File: config.mk
export PLATFORM = sky130hd
export DESIGN_NAME = timer_control_status
export DESIGN_NICKNAME = d
export VERILOG_FILES = /design/src/design/timer_csr_pkg.sv /design/src/design/timer_control_status.sv
export SDC_FILE = /design/constraint.sdc
export NUM_CORES = 1
export LEC_CHECK = 0
export BUFFER_PORTS_ARGS = -buffer_cell sky130_fd_sc_hd__buf_2
export CAP_MARGIN = 20
export CORE_ASPECT_RATIO = 0.9
export CORE_MARGIN = 2
export CORE_UTILIZATION = 62
export DETAILED_ROUTE_END_ITERATION = 6
export HOLD_SLACK_MARGIN = 0.1
export PLACE_DENSITY_LB_ADDON = 0.3
export SLEW_MARGIN = 20
export SYNTH_ARGS = -nofsm -noshare
export SYNTH_HDL_FRONTEND = slang
export SYNTH_SLANG_ARGS = --single-unit
File: constraint.sdc
create_clock -name clk -period 5.7 [get_ports clk]
set_input_delay 0.285 -clock clk [delete_from_list [all_inputs] [get_ports clk]]
set_output_delay 0.285 -clock clk [all_outputs]
set_load 0.1 [all_outputs]
File: src/design/timer_csr_pkg.sv
// Package: register map, field positions, reset values and modes of the timer control/status block
package timer_csr_pkg;
   // Register byte addresses
   localparam logic [7:0] csr_addr = 8'h00;
   localparam logic [7:0] load_addr = 8'h04;
   localparam logic [7:0] compare_addr = 8'h08;
   localparam logic [7:0] count_addr = 8'h0C;
   localparam logic [7:0] prescale_addr = 8'h10;
   // Control/status field positions
   localparam int enable_pos = 0;
   localparam int mode_lsb = 4;
   localparam int invert_pos = 8;
   localparam int reload_pos = 9;
   localparam int dir_pos = 11;
   localparam int data_in_pos = 12;
   localparam int data_out_pos = 13;
   localparam int presc_sel_pos = 15;
   localparam int overflow_pos = 20;
   // Prescaler load register field positions
   localparam int presc_src_lsb = 21;
   // Reset values
   localparam logic [23:0] csr_reset = 24'h00_0000;
   localparam logic [23:0] word_reset = 24'h00_0000;
   // Modes of the mode_select_field
   localparam logic [3:0] mode_gpio = 4'h0;
   localparam logic [3:0] mode_timer_last = 4'h3;
   localparam logic [3:0] mode_meas_first = 4'h4;
   localparam logic [3:0] mode_meas_last = 4'h5;
   localparam logic [3:0] mode_pwm = 4'h7;
   localparam logic [3:0] mode_wdog_first = 4'h9;
   localparam logic [3:0] mode_wdog_last = 4'hA;
   // Prescaler sources
   localparam logic [1:0] src_clk_div2 = 2'h0;
   localparam logic [1:0] src_own_pin = 2'h1;
   localparam logic [1:0] src_other_pin_a = 2'h2;
   localparam logic [1:0] src_other_pin_b = 2'h3;
   // AHB encodings
   localparam logic [1:0] htrans_nonseq = 2'b10;
   localparam logic [2:0] hsize_word = 3'b010;

   typedef struct packed {
      logic overflow_flag;
      logic prescaler_clock_select;
      logic data_out;
      logic dir_out;
      logic reload_mode;
      logic pin_invert;
      logic [3:0] mode_select_field;
      logic timer_enable_bit;
   } csr_t;

   typedef struct packed {
      logic pin_o;
      logic pin_oe;
   } pin_drive_t;
endpackage

File: src/design/timer_control_status.sv
// Timer channel: control/status register, overflow flag, clock select, pin GPIO and reload control
// What this block does
// Counter overflow sets overflow_flag at bit 20.
// Writing one clears overflow_flag; writing zero leaves it.
// Servicing the overflow interrupt clears overflow_flag.
// Reset, software reset, stop, or enable cleared clear overflow_flag.
// With select clear, count from clock/2 or the external pin.
// With select set, prescaler output clocks the counter in every mode.
// Software changes prescaler_clock_select only while disabled.
// Two-bit source field picks prescaler input, including other channels' pins.
// GPIO output drives pin from data_out, inverted when pin_invert set.
// Outside GPIO mode data_out writes do not reach the pin.
// pin_data_in shows pin level, inverted when pin_invert set.
// GPIO only with mode zero; direction bit 11 chooses output or input.
// Timer and watchdog modes load the load value on first clock after enable.
// With reload_mode set, timer/watchdog counter reloads on reaching compare.
// PWM mode 7 reloads on every overflow.
// Measurement modes 4-5 reload on each rising input edge with reload and enable.
// With reload_mode clear the counter runs freely in every mode but PWM mode 7, which reloads on every overflow.
// pin_invert sets polarity of input signal and output pulse.
// pin_invert does not affect the pin feeding the prescaler.
// Software changes pin_invert only while disabled or in GPIO mode.
// Software writes zero to reserved bits 19-16, 14 and 10.
// Four-bit mode field selects source, pin role and mode; zero is GPIO timer.
// All implemented control bits reset to zero: GPIO input, no inversion.
`timescale 1ns/10ps
`default_nettype none
module timer_control_status (
   // Clock, reset and core events
   input wire logic clk,
   input wire logic sys_rst,
   input wire logic soft_reset,
   input wire logic stop_request,
   input wire logic overflow_int_ack,
   // Timer pin and the pins of the other channels
   input wire logic timer_io_pin_in,
   input wire logic other_pin_a,
   input wire logic other_pin_b,
   output timer_csr_pkg::pin_drive_t timer_io_pin,
   output logic overflow_event,
   output logic compare_event,
   // AHB-Lite slave
   input wire logic hsel,
   input wire logic [31:0] haddr,
   input wire logic [1:0] htrans,
   input wire logic hwrite,
   input wire logic [2:0] hsize,
   input wire logic [31:0] hwdata,
   input wire logic hready,
   output logic hreadyout,
   output logic hresp,
   output logic [31:0] hrdata
);
   import timer_csr_pkg::*;

   // -------------------------------------------------------------
   // Helpers
   // -------------------------------------------------------------
   function automatic logic mode_between(input logic [3:0] m, input logic [3:0] lo, input logic [3:0] hi);
      return m >= lo && m <= hi;
   endfunction

   function automatic logic addr_hit(input logic [7:0] a, input logic [7:0] target);
      return a == target;
   endfunction

   // -------------------------------------------------------------
   // State
   // -------------------------------------------------------------
   csr_t csr;
   logic [23:0] load_value_register;
   logic [23:0] compare_value_register;
   logic [23:0] count;
   logic [23:0] prescaler_load_register;
   logic [20:0] presc_count;
   logic wr_pending;
   logic [7:0] wr_addr;
   logic pin_sync;
   logic pin_prev;
   logic presc_pin_prev;
   logic div2;
   logic started;

   // -------------------------------------------------------------
   // Bus slave
   // -------------------------------------------------------------
   // Only whole-word NONSEQ transfers are taken
   wire take = hsel && hready && htrans == htrans_nonseq && hsize == hsize_word;

   // Writes land at the end of the data phase, when hwdata stands
   always_ff @(posedge clk) begin
      if (sys_rst) begin
         wr_pending <= 1'b0;
      end else begin
         wr_pending <= take && hwrite;
      end
   end

   always_ff @(posedge clk) begin
      if (sys_rst) begin
         wr_addr <= 8'h00;
      end else if (take) begin
         wr_addr <= haddr[7:0];
      end
   end

   // -------------------------------------------------------------
   // Write strobes
   // -------------------------------------------------------------
   wire wr_csr = wr_pending && addr_hit(wr_addr, csr_addr);
   wire wr_load = wr_pending && addr_hit(wr_addr, load_addr);
   wire wr_cmp = wr_pending && addr_hit(wr_addr, compare_addr);
   wire wr_presc = wr_pending && addr_hit(wr_addr, prescale_addr);

   // -------------------------------------------------------------
   // Bus answer
   // -------------------------------------------------------------
   // The slave never stalls and never signals an error
   assign hreadyout = 1'b1;
   assign hresp = 1'b0;

   // -------------------------------------------------------------
   // Mode decode
   // -------------------------------------------------------------
   wire [3:0] mode = csr.mode_select_field;
   wire gpio_mode = mode == mode_gpio; // see R12
   wire timer_mode = mode_between(mode, mode_gpio, mode_timer_last);
   wire wdog_mode = mode_between(mode, mode_wdog_first, mode_wdog_last);
   wire meas_mode = mode_between(mode, mode_meas_first, mode_meas_last);
   wire pwm_mode = mode == mode_pwm;
   // The event counter mode takes its clock from the pin
   wire ext_clock = mode == mode_timer_last;

   // -------------------------------------------------------------
   // Pin input
   // -------------------------------------------------------------
   wire pin_level = pin_sync ^ csr.pin_invert; // see R11
   wire pin_rise = pin_level && !(pin_prev ^ csr.pin_invert);

   // One sampling stage: the pin is taken as synchronous
   always_ff @(posedge clk) begin
      if (sys_rst) begin
         pin_sync <= 1'b0;
         pin_prev <= 1'b0;
         presc_pin_prev <= 1'b0;
      end else begin
         pin_sync <= timer_io_pin_in;
         pin_prev <= pin_sync;
         presc_pin_prev <= presc_pin;
      end
   end

   // -------------------------------------------------------------
   // Clock selection
   // -------------------------------------------------------------
   // The prescaler sees the raw pin level: inversion does not apply there
   wire [1:0] presc_src = prescaler_load_register[presc_src_lsb +: 2];
   wire presc_pin = (presc_src == src_own_pin) ? pin_sync :
                    (presc_src == src_other_pin_a) ? other_pin_a :
                    (presc_src == src_other_pin_b) ? other_pin_b : 1'b0;
   wire presc_in_tick = (presc_src == src_clk_div2) ? div2 : (presc_pin && !presc_pin_prev);
   wire presc_wrap = presc_in_tick && presc_count == 21'h00_0000;
   wire presc_tick = csr.timer_enable_bit && presc_wrap;
   wire own_tick = ext_clock ? pin_rise : div2;
   wire tick = csr.timer_enable_bit && (csr.prescaler_clock_select ? presc_tick : own_tick);
   wire at_max = count == 24'hFF_FFFF;
   wire ovf = tick && at_max;
   wire hit = tick && count == compare_value_register;
   wire clear_flag = soft_reset || stop_request || overflow_int_ack || !csr.timer_enable_bit; // see R3

   // Internal clock divided by two
   always_ff @(posedge clk) begin
      if (sys_rst) begin
         div2 <= 1'b0;
      end else begin
         div2 <= !div2;
      end
   end

   // -------------------------------------------------------------
   // Pin output
   // -------------------------------------------------------------
   // see R9 see R10
   assign timer_io_pin.pin_oe = gpio_mode && csr.dir_out;
   assign timer_io_pin.pin_o = csr.data_out ^ csr.pin_invert;

   // -------------------------------------------------------------
   // Control/status register
   // -------------------------------------------------------------
   csr_t next_csr;
   always_comb begin
      next_csr = csr;
      if (wr_csr) begin
         next_csr.timer_enable_bit = hwdata[enable_pos];
         next_csr.mode_select_field = hwdata[mode_lsb +: 4];
         next_csr.pin_invert = hwdata[invert_pos];
         next_csr.reload_mode = hwdata[reload_pos];
         next_csr.dir_out = hwdata[dir_pos];
         next_csr.data_out = hwdata[data_out_pos];
         next_csr.prescaler_clock_select = hwdata[presc_sel_pos];
         if (hwdata[overflow_pos]) begin
            next_csr.overflow_flag = 1'b0;
         end
      end
      if (clear_flag || !next_csr.timer_enable_bit) begin
         next_csr.overflow_flag = 1'b0; // see R3
      end
      // A wrap wins over any clear in the same cycle except soft_reset, which restores the reset value
      if (ovf) begin
         next_csr.overflow_flag = 1'b1;
      end
      if (soft_reset) begin
         next_csr = csr_t'(csr_reset[$bits(csr_t)-1:0]);
      end
   end

   always_ff @(posedge clk) begin
      if (sys_rst) begin
         csr <= csr_t'(csr_reset[$bits(csr_t)-1:0]);
      end else begin
         csr <= next_csr;
      end
   end

   // -------------------------------------------------------------
   // Reload control
   // -------------------------------------------------------------
   wire count_mode = timer_mode || wdog_mode;
   wire reload_first = tick && !started && count_mode;
   wire reload_cmp = hit && csr.reload_mode && count_mode;
   wire reload_pwm = ovf && pwm_mode;
   wire reload_meas = meas_mode && csr.reload_mode && csr.timer_enable_bit && pin_rise;
   wire do_load = reload_first || reload_cmp || reload_pwm || reload_meas;

   // Remembers that the first tick after enable has loaded the counter
   always_ff @(posedge clk) begin
      if (sys_rst) begin
         started <= 1'b0;
      end else begin
         started <= csr.timer_enable_bit && (started || tick);
      end
   end

   // -------------------------------------------------------------
   // Counter
   // -------------------------------------------------------------
   always_ff @(posedge clk) begin
      if (sys_rst) begin
         count <= word_reset;
      end else if (do_load) begin
         count <= load_value_register;
      end else if (tick) begin
         count <= count + 24'h00_0001;
      end
   end

   // -------------------------------------------------------------
   // Load, compare and prescaler load registers
   // -------------------------------------------------------------
   always_ff @(posedge clk) begin
      if (sys_rst) begin
         load_value_register <= word_reset;
         compare_value_register <= word_reset;
         prescaler_load_register <= word_reset;
      end else begin
         if (wr_load) begin
            load_value_register <= hwdata[23:0];
         end
         if (wr_cmp) begin
            compare_value_register <= hwdata[23:0];
         end
         if (wr_presc) begin
            prescaler_load_register <= hwdata[23:0];
         end
      end
   end

   // -------------------------------------------------------------
   // Prescaler
   // -------------------------------------------------------------
   // Held at its preload while disabled so the first period after enable is full
   always_ff @(posedge clk) begin
      if (sys_rst) begin
         presc_count <= 21'h00_0000;
      end else if (!csr.timer_enable_bit || presc_wrap) begin
         presc_count <= prescaler_load_register[20:0];
      end else if (presc_in_tick) begin
         presc_count <= presc_count - 21'h00_0001;
      end
   end

   // -------------------------------------------------------------
   // Event outputs
   // -------------------------------------------------------------
   assign overflow_event = ovf;
   assign compare_event = hit;

   // -------------------------------------------------------------
   // Read data
   // -------------------------------------------------------------
   logic [23:0] csr_view;
   always_comb begin
      csr_view = 24'h00_0000;
      csr_view[enable_pos] = csr.timer_enable_bit;
      csr_view[mode_lsb +: 4] = csr.mode_select_field;
      csr_view[invert_pos] = csr.pin_invert;
      csr_view[reload_pos] = csr.reload_mode;
      csr_view[dir_pos] = csr.dir_out;
      csr_view[data_in_pos] = pin_level;
      csr_view[data_out_pos] = csr.data_out;
      csr_view[presc_sel_pos] = csr.prescaler_clock_select;
      csr_view[overflow_pos] = csr.overflow_flag;
   end

   // Read decode uses the address phase; unmapped words read zero
   logic [23:0] rd_word;
   always_comb begin
      rd_word = 24'h00_0000;
      if (addr_hit(haddr[7:0], csr_addr)) begin
         rd_word = csr_view;
      end else if (addr_hit(haddr[7:0], load_addr)) begin
         rd_word = load_value_register;
      end else if (addr_hit(haddr[7:0], compare_addr)) begin
         rd_word = compare_value_register;
      end else if (addr_hit(haddr[7:0], count_addr)) begin
         rd_word = count;
      end else if (addr_hit(haddr[7:0], prescale_addr)) begin
         rd_word = prescaler_load_register;
      end
   end

   always_ff @(posedge clk) begin
      if (sys_rst) begin
         hrdata <= 32'h0000_0000;
      end else if (take && !hwrite) begin
         hrdata <= {8'h00, rd_word};
      end
   end
endmodule // timer_control_status
`default_nettype wire

[After elaboration in Yosys (flattened, before gate mapping)]
Cells that the tools add are included.
Operators by class
  $add $sub $neg: 2
  $mul: 0
  divide/modulo/power cells: 0
  order comparisons: 6
  equal/unequal tests: 16
  shift-type cells: 0
  multiplexer cells: 19
  bitwise operators: 3
  reduce and logical (&&, ||, !) cells: 57
Operators by type and width (count)
  $mux W24: 7
  $mux W21: 2
  $logic_and A1 B1 Y1: 29
  $add A24 B1 Y24 const B: 1
  $eq A24 B24 Y1: 1
  $eq A24 B24 Y1 const B: 1
  $eq A8 B4 Y1 const B: 3
  $logic_not A21 Y1: 1
  $sub A21 B1 Y21 const B: 1
  $eq A8 B3 Y1 const B: 2
  $eq A8 B5 Y1 const B: 2
  $logic_not A8 Y1: 2
  $mux W11: 1
  $logic_or A1 B1 Y1: 10
  $mux W1: 9
  $logic_not A1 Y1: 7
  $eq A2 B2 Y1 const B: 3
  $reduce_bool A3 Y1: 2
  $eq A4 B2 Y1 const B: 1
  $eq A4 B3 Y1 const B: 1
  $ge A4 B1 Y1 const B: 1
  $ge A4 B3 Y1 const B: 1
  $ge A4 B4 Y1 const B: 1
  $le A4 B2 Y1 const B: 1
  other kinds (10): 13
Word-level totals
  register bits: 166
  bits in latches: 0
  bits in writable memories: 0
  ROM bits: 0
  input port bits: 80
  output and inout port bits: 38
  word-level logic and storage cells: 124
  memories: 0

[Depth between registers and ports, before layout]
Gate-level depths: netlist of the first run.
  depth after elaboration: 17
  gate-level depth with buffers: 12
  mapped depth without buffers: 9

[Least setup slack after synthesis of the first run]
Ideal clock, no wire load.
  kind: register to output
  start: register presc_count[12]
  end: output port compare_event
  data arrival time: 3.029 ns
  required time: 5.415 ns
  setup slack: 2.386 ns
  cell stages (with the launch flop): 8
  buffers on the path: 2
  cell sequence: dfxtp_1 or4_4 nor4_4 and4_1 buf_4 nor2_2 buf_2 nor2_1
Between the ends
  word-level cells in the longest chain between the ends: 6
RTL lines
  start: declaration: RTL line timer_control_status.sv:75  | logic [20:0] presc_count;
  start signal: assignment: RTL line timer_control_status.sv:286  | presc_count <= prescaler_load_register[20:0];
  start signal: assignment: RTL line timer_control_status.sv:288  | presc_count <= presc_count - 21'h00_0001;
  $logic_not A21 Y1: RTL line timer_control_status.sv:162  | wire presc_wrap = presc_in_tick && presc_count == 21'h00_0000;
  $logic_and A1 B1 Y1: RTL line timer_control_status.sv:162
  $logic_and A1 B1 Y1: RTL line timer_control_status.sv:163  | wire presc_tick = csr.timer_enable_bit && presc_wrap;
  $mux W1: RTL line timer_control_status.sv:165  | wire tick = csr.timer_enable_bit && (csr.prescaler_clock_select ? presc_tick : own_tick);
  $logic_and A1 B1 Y1: RTL line timer_control_status.sv:165
  $logic_and A1 B1 Y1: RTL line timer_control_status.sv:168  | wire hit = tick && count == compare_value_register;
  end: declaration: RTL line timer_control_status.sv:41  | output logic compare_event,
Every way passes these cells.

[Worst setup path after layout of the first run]
  start: register presc_count[12]
  end: output port overflow_event
Between the ends
  word-level cells in the longest chain between the ends: 6
RTL lines
  $logic_not A21 Y1: RTL line timer_control_status.sv:162
  $logic_and A1 B1 Y1: RTL line timer_control_status.sv:162
  $logic_and A1 B1 Y1: RTL line timer_control_status.sv:163
  $mux W1: RTL line timer_control_status.sv:165
  $logic_and A1 B1 Y1: RTL line timer_control_status.sv:165
  $logic_and A1 B1 Y1: RTL line timer_control_status.sv:167  | wire ovf = tick && at_max;
  end: declaration: RTL line timer_control_status.sv:40  | output logic overflow_event,
Every way passes these cells.

==> metrics.txt, run 1 <==
yosys warns=0; CTS Buf Count=17; gr usage total=0.3313; Reg2Reg Depth=7; Slew headroom=0.2298; Fmax achieved=0.2742 GHz; largest net degree at the start of global routing=82; # diodes=0; final antenna-violating net count=0; detailed-route DRC error count=0; Syn-to-layout area delta=11.34%; clk_skew=0.006004 ns; grt ovf=0; Critical Path Source Type=register; Worst-Margin Slew=1.150 ns; placed instance area=8384 um2; Initial Utilization=0.6332; Critical Path RT=5.41 ns; most frequent cell after synthesis=dfxtp_1; IO Pins=118; first-pass GRT wire length=35530 um; final count of pins violating max slew=0; Commonest cells post-synth=dfxtp_1, nor2_1, mux2i_1; hold_buf cts=1; Placed Cells=1094; share of layout cells above drive strength 1=0.1372; Synth Instances=914; Seq pwr share=0.495; initial antenna violation count=0; Post-Syn Area=8034 um2; number of enable flip-flop cells after synthesis=0; drt initial violations=800; R2R Setup Slk=2.45 ns; Clock Pin Slew Worst Setup and Hold Paths=0.06 ns; number of synthesized register bits=166; Internal=0.001821 W; TritonCTS Sinks=166; CP startpoint=presc_count[12]; peak supply drop=0.2260 mV; Synth async-reset ratio=0; Tmin final=3.647 ns; Non-Filler Instances=1126; combinational share of power=0.041; pwr/cell area=262.7 nW/um2; Worst Setup EP=overflow_event; top cell type's share of synthesized area=0.4136; total die area=13890 um2; DR WL/cell=19.76 um; setup_tns=0 ns; H-tree depth=4; Final Util=0.7050; Vert. Die Dim=112.0 um; Clock Path Buffers=2; post-route cell area=8945 um2; Avg Inst Size Synth=8.790 um2; ranking of synthesized cells by area=dfxtp_1, mux2i_1, nor2_1; drt via density=6.375; sequential share of the synthesized area=0.4136; Psw=0.0005295 W; worst setup path class=register to output pin; worst hold path class=input pin to register; CORE AREA=12690 um2; IO Port Bufs=75; vias in the first global route=6607; Detailed Routing Iterations Pass 1=5; switching share of power=0.2253; Hold Vio Cnt, Final=0; reg2reg start=prescaler_load_register[22]; MaxCap Viol Count=0; CTS tree=built; Static Leak=3.472 nW; Clk pwr share=0.464; FF-to-FF End=count[19]; Die X=124.0 um; Skew-Pair Late Insertion Delay=0.43 ns; outcome=completed; Post CTS Setup Buffer Count=0; detailed-placement wirelength estimate=15300 um; crit path DAT=3.36 ns; PostCTS Resize Cnt=0; routability cong.=0.9185; RSZ-0062 raised after global routing=no; routed vias=7178; ys flop type=dfxtp_1; Crit. End Element=output pin; final WL=22250 um; final setup vio count=0; Root Buffer=clkbuf_16; Layout Nets=1033; Synth cell types=65; CP Max Fanout=18; final cycle utilization of the critical path=0.6398; row cnt=39; area leader, netlist=dfxtp_1
sequential cells by signal, summed over array words and instances (netlist names):
| signal | flops |
|---|---|
| compare_value_register | 24 |
| count | 24 |
| hrdata | 24 |
| load_value_register | 24 |
| prescaler_load_register | 24 |
| presc_count | 21 |
| wr_addr | 8 |
| csr | 7 |
| mode | 4 |
| div2 | 1 |
| pin_prev | 1 |
| pin_sync | 1 |
| presc_pin_prev | 1 |
| started | 1 |
| wr_pending | 1 |
power by group through the flow:
stage | Combinational [W] | Clock (W) | Sequential [W]
after global routing | 0.000102 | 0.00115 | 0.00116
final | 0.0000969 | 0.00109 | 0.00116
after global placement | 0.0000938 | 0 | 0.00119
after CTS | 0.0000956 | 0.00110 | 0.00116
after detailed placement | 0.0000947 | 0 | 0.00119
after floorplan | 0.0000628 | 0 | 0.00119
critical path, cell delays in order (launching register included):
cell and delay (ns):
dfxtp_1 0.38, or4_4 0.59, nor4_4 0.30, and4_1 0.45, nor2_2 0.23, or3_1 0.49, inv_1 0.07, buf_2 0.42
layout make-up:
class                   count  area (um2)
repair buffers             84       447.9
fillers                  1014        3742
clock inverters            10       107.6
well taps                 164       205.2
clock buffers              21       440.4
multi-input cells         666        4364
inverters                  15       56.30
flip-flops and latches    166        3323
how the worst min path moves through the flow:
stage / start / to / depth (start not counted)
after floorplan: div2 / div2 / 1
after global placement: div2 / div2 / 1
after detailed placement: presc_count[6] / presc_count[6] / 2
after CTS: hwrite / wr_pending / 2
after global routing: hwrite / wr_pending / 2
final: haddr[0] / wr_addr[0] / 3
metal layers:
layer	wire length [um]	GRT usage	up-vias	part of all wire
met5	0	0	-	0
met4	796	0.1243	0	0.036
met3	2039	0.09068	57	0.092
met2	9795	0.4832	368	0.44
met1	9615	0.4678	3384	0.43
li1	-	-	3369	-
cells in the final DEF, fill, tap and decap left out, types with 8 or more instances in the layout:
cell / synthesis / routed
xor2_1: 9 / 9
a21oi_1: 32 / 32
xnor2_1: 40 / 40
dfxtp_1: 166 / 166
clkbuf_16: 0 / 17
a211oi_1: 8 / 8
nand2_1: 63 / 63
a221o_1: 11 / 11
inv_1: 14 / 14
a221oi_1: 13 / 13
nand3_1: 14 / 14
buf_2: 5 / 74
a2111oi_0: 12 / 12
and3_1: 8 / 8
nand4_1: 15 / 15
a222oi_1: 11 / 11
nor4_1: 13 / 12
o2bb2ai_1: 19 / 19
o21ai_0: 30 / 30
conb_1: 2 / 10
nor2_1: 157 / 156
buf_4: 11 / 9
mux2i_1: 89 / 89
a22o_1: 13 / 13
nor3_1: 16 / 16
stage by stage:
stage | power (W) | hold slack, ns | setup WS [ns]
floorplan | 0.001254 | 0.4078 | 2.386
global placement | 0.001283 | 0.4433 | 2.550
detailed placement | 0.001284 | 0.4555 | 2.536
CTS | 0.002354 | 0.1110 | 2.079
global route | 0.002414 | 0.1223 | 1.886
finish | 0.002350 | 0.1162 | 2.053
logic make-up after synthesis:
logic type,share of synthesized area
mux,0.1123
flops,0.4136
simple gates,0.1953
fa+ha+maj,0.004673
other cells,0.0009348
xor+xnor,0.05342
buf+inv,0.04983
compound gates,0.1699
(Power assumes the default switching activity.)
==> inputs of run 2 (changes only) <==
- ABC_AREA: not set -> 1
- CORE_UTILIZATION: 62 -> 58
- clock period: 5.7 -> 3.8 ns (I/O delays scaled with it)
==> run 2 against run 1 <==
Against the previous run:
- area after synthesis rose by 11%
- count of clock-buffer cells in the layout is the same
- largest power group unchanged
- critical path type unchanged
- synthesized cell count is 46% higher
- critical endpoint unchanged
- the run now ends with design-rule violations left
- die area rose by 18%
==> metrics.txt, run 2 <==
PostCTS Resize Cnt=0 (unchanged); DR WL/cell=17.31 um (-12%); Seq. cell area=3323 um2 (unchanged); most frequent cell after synthesis=nand2_1; Vert. Die Dim=121.7 um (+8.7%); Placement Setup Slack=1.073 ns (-1.463 ns); Placed Cells=1554 (+42%); Skew-Pair Late Insertion Delay=0.44 ns (about the same); Synth async-reset ratio=0 (unchanged); RSZ-0062 raised after global routing=no; hold_buf cts=26 (+25); CP Max Fanout=28 (+10); Clock Path Buffers=2 (unchanged); worst setup path class=register to output pin; final cycle utilization of the critical path=0.8704; clk_skew=0.007754 ns (+0.001750 ns); final WL=27900 um (+25%); CTS tree=built; row cnt=43 (+10%); Slew headroom=0.3726 (+0.1428); number of synthesized register bits=166 (unchanged); # diodes=0 (unchanged); peak supply drop=0.3402 mV (+51%); crit path DAT=3.12 ns (-0.24 ns); pwr/cell area=361.2 nW/um2 (+37%); H-tree depth=4 (unchanged); Critical Path Source Type=register; Detailed Routing Iterations Pass 1=7 (+2); Avg Inst Size Synth=6.685 um2 (-24%); setup_tns=0 ns (unchanged); commonest non-fill, non-tap cell in the layout=nand2_1; final antenna-violating net count=0 (unchanged); Hold Vio Cnt, Final=0 (unchanged); TritonCTS Sinks=166 (unchanged); IO Pins=118 (unchanged); Layout Nets=1480 (+43%); Post-Syn Area=8931 um2 (+11%); initial antenna violation count=0 (unchanged); Die X=134.8 um (+8.7%); ys flop type=dfxtp_1; yosys warns=0 (unchanged); MaxCap Viol Count=0 (unchanged); CTS Buf Count=17 (unchanged); routability cong.=0.9639 (+4.9%); Synth Instances=1336 (+46%); Non-Filler Instances=1612 (+43%); worst hold path class=input pin to register; Commonest cells post-synth=nand2_1, nor2_1, dfxtp_1; Fmax achieved=0.3023 GHz; grt ovf=0 (unchanged); fill count=1390 (+37%); failing checks=design-rule violations; Syn-to-layout area delta=13.42%; vias in the first global route=8329 (+26%); Post CTS Setup Buffer Count=0 (unchanged); first-pass GRT wire length=43530 um (+23%); gr usage total=0.3426 (+0.01122); Crit. End Element=output pin; routed vias=9282 (+29%); top cell type's share of synthesized area=0.3721 (-0.04155); Clock Pin Slew Worst Setup and Hold Paths=0.07 ns (about the same); share of layout cells above drive strength 1=0.1043 (-0.03296); area leader, netlist=dfxtp_1; ranking of synthesized cells by area=dfxtp_1, nand2_1, o21ai_0; Root Buffer=clkbuf_16; Worst-Margin Slew=0.9397 ns (-0.2105 ns); drt via density=5.758 (-9.7%); Power Total=0.003659 W (+56%); Initial Utilization=0.5866 (-0.04666); Critical Path RT=3.61 ns (-1.80 ns); IO Port Bufs=75 (unchanged); most frequent cells in the layout=nand2_1, nor2_1, dfxtp_1, inv_1, o21ai_0; detailed-placement wirelength estimate=19030 um (+24%); sequential share of the synthesized area=0.3721 (-0.04155); detailed-route DRC error count=4 (+4); CORE AREA=15230 um2 (+20%); final setup vio count=0 (unchanged); worst setup margin=0.4925 ns (-1.560 ns); number of enable flip-flop cells after synthesis=0 (unchanged); Synth cell types=49 (-25%); footprint of the multi-input gates=4643 um2 (+6.4%); Tmin final=3.307 ns; drt initial violations=1012 (+27%); final count of pins violating max slew=0 (unchanged); largest net degree at the start of global routing=60 (-27%); total die area=16410 um2 (+18%); Static Leak=4.243 nW (+22%); outcome=complete, but fails checks
## run 2: area by class of cell
class                      count  area share
clock inverter                11     0.01248
timing repair buffer         117     0.07460
sequential                   166      0.3281
clock buffer                  21     0.04447
tap                          202     0.02495
inverter                     154     0.05707
multi-input combinational    941      0.4584
## run 2: logic make-up after synthesis
family	share of synthesized area
buf+inv	0.1114
compound gates	0.1978
fa+ha+maj	0.004203
xor+xnor	0.04609
simple gates	0.2676
other cells	0.0008409
flops	0.3721
## run 2: routing by layer
layer  vias to the layer above  track usage  routed length (um)
li1                       4471            -                   -
met1                      4154       0.4657               11490
met2                       581       0.5416               12220
met3                        76      0.07074                3313
met4                         0       0.1224                 883
met5                         -            0                   0
## run 2: where the power goes
group	internal (W)	switching [W]	leakage, nW	total (W)
Clock	0.000986	0.000744	0.270	0.00173
Combinational	0.0000532	0.000131	2.64	0.000184
Sequential	0.00174	0.00000198	1.34	0.00174
## run 2: path summary, 6_finish.rpt
| kind | from | to | slack (ns) | depth (start not counted) |
|---|---|---|---|---|
| min reg2reg | hrdata[14] | hrdata[14] | 0.46 | 2 |
| min | hwdata[9] | compare_value_register[9] | 0.11 | 3 |
| max | presc_count[0] | overflow_event | 0.49 | 13 |
| max reg2reg | presc_count[0] | count[15] | 1.20 | 15 |
## run 2: worst max-delay path, stage by stage (launching register included)
cell     delay [ns]
dfxtp_1        0.31
inv_1          0.11
ha_1           0.16
nand3_1        0.07
nor2_1         0.13
nand2_1        0.06
nor2_1         0.17
nand2_2        0.11
nand2_4        0.12
nand2_8        0.16
inv_2          0.33
nand2_1        0.08
nor2_1         0.33
buf_2          0.51
## run 2: stage by stage
stage	instance area (um2)	hold WS (ns)	utilization
after floorplan	8961	0.2970	-
after global placement	9293	0.3919	0.6103
after CTS	10130	0.1050	0.6653
after global routing	10130	0.1247	0.6653
final	10130	0.1138	0.6653
after detailed placement	9293	0.3969	0.6103
==> inputs of run 3 (changes only) <==
--- a/config.mk
+++ b/config.mk
@@ -12,3 +12,3 @@
 export CORE_MARGIN = 2
-export CORE_UTILIZATION = 58
+export CORE_UTILIZATION = 40
 export DETAILED_ROUTE_END_ITERATION = 6
==> constraint.sdc (replaced) <==
create_clock -name clk -period 3.8 [get_ports clk]
set_input_delay 0.76 -clock clk [delete_from_list [all_inputs] [get_ports clk]]
set_output_delay 0.76 -clock clk [all_outputs]
set_load 0.1 [all_outputs]
==> run 3 against run 2 <==
Against the previous run:
- the flow now finishes without violations
- largest power group is now clock
- sequential power about the same
- first-iteration DRC count down 9.2%
- routed wire length up 3.9%
- worst hold slack better by 0.35 ns
- final cell count up 4.1%
- via count down 3.7%
- register-to-register slack worse by 0.25 ns
- critical path type unchanged
- power up 0.84%
- highest routed layer unchanged
- non-clock buffer count down 23
- clock skew up 0.0084 ns
==> metrics.txt, run 3 (synthesis gave the netlist of run 2 again) <==
outcome=completed; Static Leak=4.152 nW (-2.1%); CTS tree=built; Worst-Margin Slew=0.9108 ns (-0.02885 ns); peak supply drop=0.2417 mV (-29%); GRT busiest layer=met1; Critical Path RT=3.04 ns (-0.57 ns); hold path depth=2 (-1); setup_tns=0 ns (unchanged); hold wc startpoint=prescaler_load_register[23]; IO Port Bufs=75 (unchanged); CORE AREA=21760 um2 (+43%); detailed-placement wirelength estimate=20910 um (+9.9%); total die area=23540 um2 (+43%); IO Pins=118 (unchanged); Tmin final=3.650 ns (+0.3426 ns); crit path DAT=2.89 ns (-0.23 ns); DR WL/cell=17.27 um (-0.20%); routability cong.=0.9579 (-0.62%); final antenna-violating net count=0 (unchanged); Die X=161.5 um (+20%); hold_buf cts=0 (-100%); GR Util met3=0.05016 (-0.02059); Min Hold Slack=0.4592 ns (+0.3455 ns); row cnt=51 (+19%); combinational share of power=0.044 (-0.006); Slew headroom=0.3913 (+0.01868); Clock Pin Slew Worst Setup and Hold Paths=0.07 ns (about the same); Non-Filler Instances=1678 (+4.1%); pwr/cell area=367.1 nW/um2 (+1.6%); gr usage total=0.2483 (-0.09424); final setup vio count=0 (unchanged); Syn-to-layout area delta=12.52%; GR Util met1=0.3722 (-0.09346); Initial Utilization=0.4104 (-0.1761); CP Max Fanout=18 (-36%); Root Buffer=clkbuf_16; clk_skew=0.01611 ns (+0.008353 ns); met2 Track Usage GR=0.3538 (-0.1877); Detailed Routing Iterations Pass 1=5 (-2); reg2reg start=count[1]; Clk pwr share=0.483 (+0.010); CTS Buf Count=17 (unchanged); Layout Nets=1457 (-1.6%); Hold Vio Cnt, Final=0 (unchanged); worst setup path class=register to output pin; final WL=28980 um (+3.9%); Crit. End Element=output pin; MaxCap Viol Count=0 (unchanged); share of layout cells above drive strength 1=0.1103 (+0.006055); vias in the first global route=8108 (-2.7%); routed vias=8937 (-3.7%); H-tree depth=4 (unchanged); TritonCTS Sinks=166 (unchanged); fill count=2306 (+66%); worst hold path class=register to register; drt initial violations=919 (-9.2%); Clock Path Buffers=2 (unchanged); Internal=0.002761 W (-0.75%); Reg2Reg Depth=10 (-5); RSZ-0062 raised after global routing=no; Vert. Die Dim=145.8 um (+20%); most frequent cells in the layout=nand2_1, nor2_1, dfxtp_1, inv_1, o21ai_0; Fmax achieved=0.2740 GHz (-9.4%); largest net degree at the start of global routing=77 (+28%); PostCTS Resize Cnt=0 (unchanged); Skew-Pair Late Insertion Delay=0.45 ns (about the same); Placed Cells=1646 (+5.9%); Psw=0.0009288 W (+5.9%); grt ovf=0 (unchanged); FF-to-FF End=count[6]; # diodes=0 (unchanged); drt via density=5.326 (-7.5%); detailed-route DRC error count=0 (-4); first-pass GRT wire length=45470 um (+4.5%); final cycle utilization of the critical path=0.9605 (+0.09015); R2R Setup Slk=0.95 ns (-0.25 ns); Post CTS Setup Buffer Count=0 (unchanged); commonest non-fill, non-tap cell in the layout=nand2_1; initial antenna violation count=0 (unchanged); Hold EP=prescaler_load_register[23]; Seq pwr share=0.473 (-0.004); Final Util=0.4618 (-0.2034); Critical Path Source Type=register; final count of pins violating max slew=0 (unchanged); switching share of power=0.2517 (+0.01200)
[run 3: worst max path at each step]
stage | startpoint | end | slack [ns] | cells after the start
final | presc_count[0] | overflow_event | 0.15 | 13
after global placement | other_pin_b | overflow_event | 0.54 | 12
after CTS | presc_count[0] | overflow_event | 0.23 | 13
after detailed placement | other_pin_b | overflow_event | 0.52 | 12
after global routing | presc_count[0] | overflow_event | 0.09 | 13
after floorplan | other_pin_b | compare_event | 0.29 | 9
[run 3: final cells by class]
type / instances / area [um2] / area share
Multi-Input combinational cell: 941 / 4643 / 0.4620
Tap cell: 291 / 364.1 / 0.03623
Sequential cell: 166 / 3323 / 0.3307
Inverter: 154 / 578.1 / 0.05752
Clock inverter: 15 / 170.2 / 0.01693
Clock buffer: 17 / 425.4 / 0.04233
Timing Repair Buffer: 94 / 545.5 / 0.05428
[run 3: per-stage QoR]
| step | cell area (um2) | power, W | setup slack, ns |
|---|---|---|---|
| after detailed placement | 9454 | 0.001946 | 0.5185 |
| after global placement | 9454 | 0.001944 | 0.5405 |
| final | 10050 | 0.003689 | 0.1499 |
| after CTS | 10050 | 0.003703 | 0.2293 |
| after global routing | 10050 | 0.003788 | 0.09357 |
| after floorplan | 8961 | 0.001894 | 0.2858 |
[run 3: power by group through the flow]
stage	Combinational, W	Clock [W]	Sequential, W
floorplan	0.000108	0	0.00179
CTS	0.000162	0.00180	0.00174
detailed placement	0.000162	0	0.00178
finish	0.000163	0.00178	0.00174
global placement	0.000160	0	0.00178
global route	0.000177	0.00187	0.00174
[run 3: per-layer routing]
layer,wire [um],vias to the layer above
li1,-,4426
met1,13750,4116
met2,12080,355
met3,2522,40
met4,631,0
met5,0,-
[run 3: worst max-delay path: stages, from the launching register on]
cell	delay, ns
dfxtp_1	0.32
inv_1	0.11
ha_1	0.17
nand3_1	0.07
nor2_1	0.10
nand2_1	0.06
nor2_1	0.22
nand2_2	0.12
nand2_4	0.12
nand2_8	0.08
inv_2	0.28
nand2_1	0.09
nor2_1	0.45
buf_12	0.25
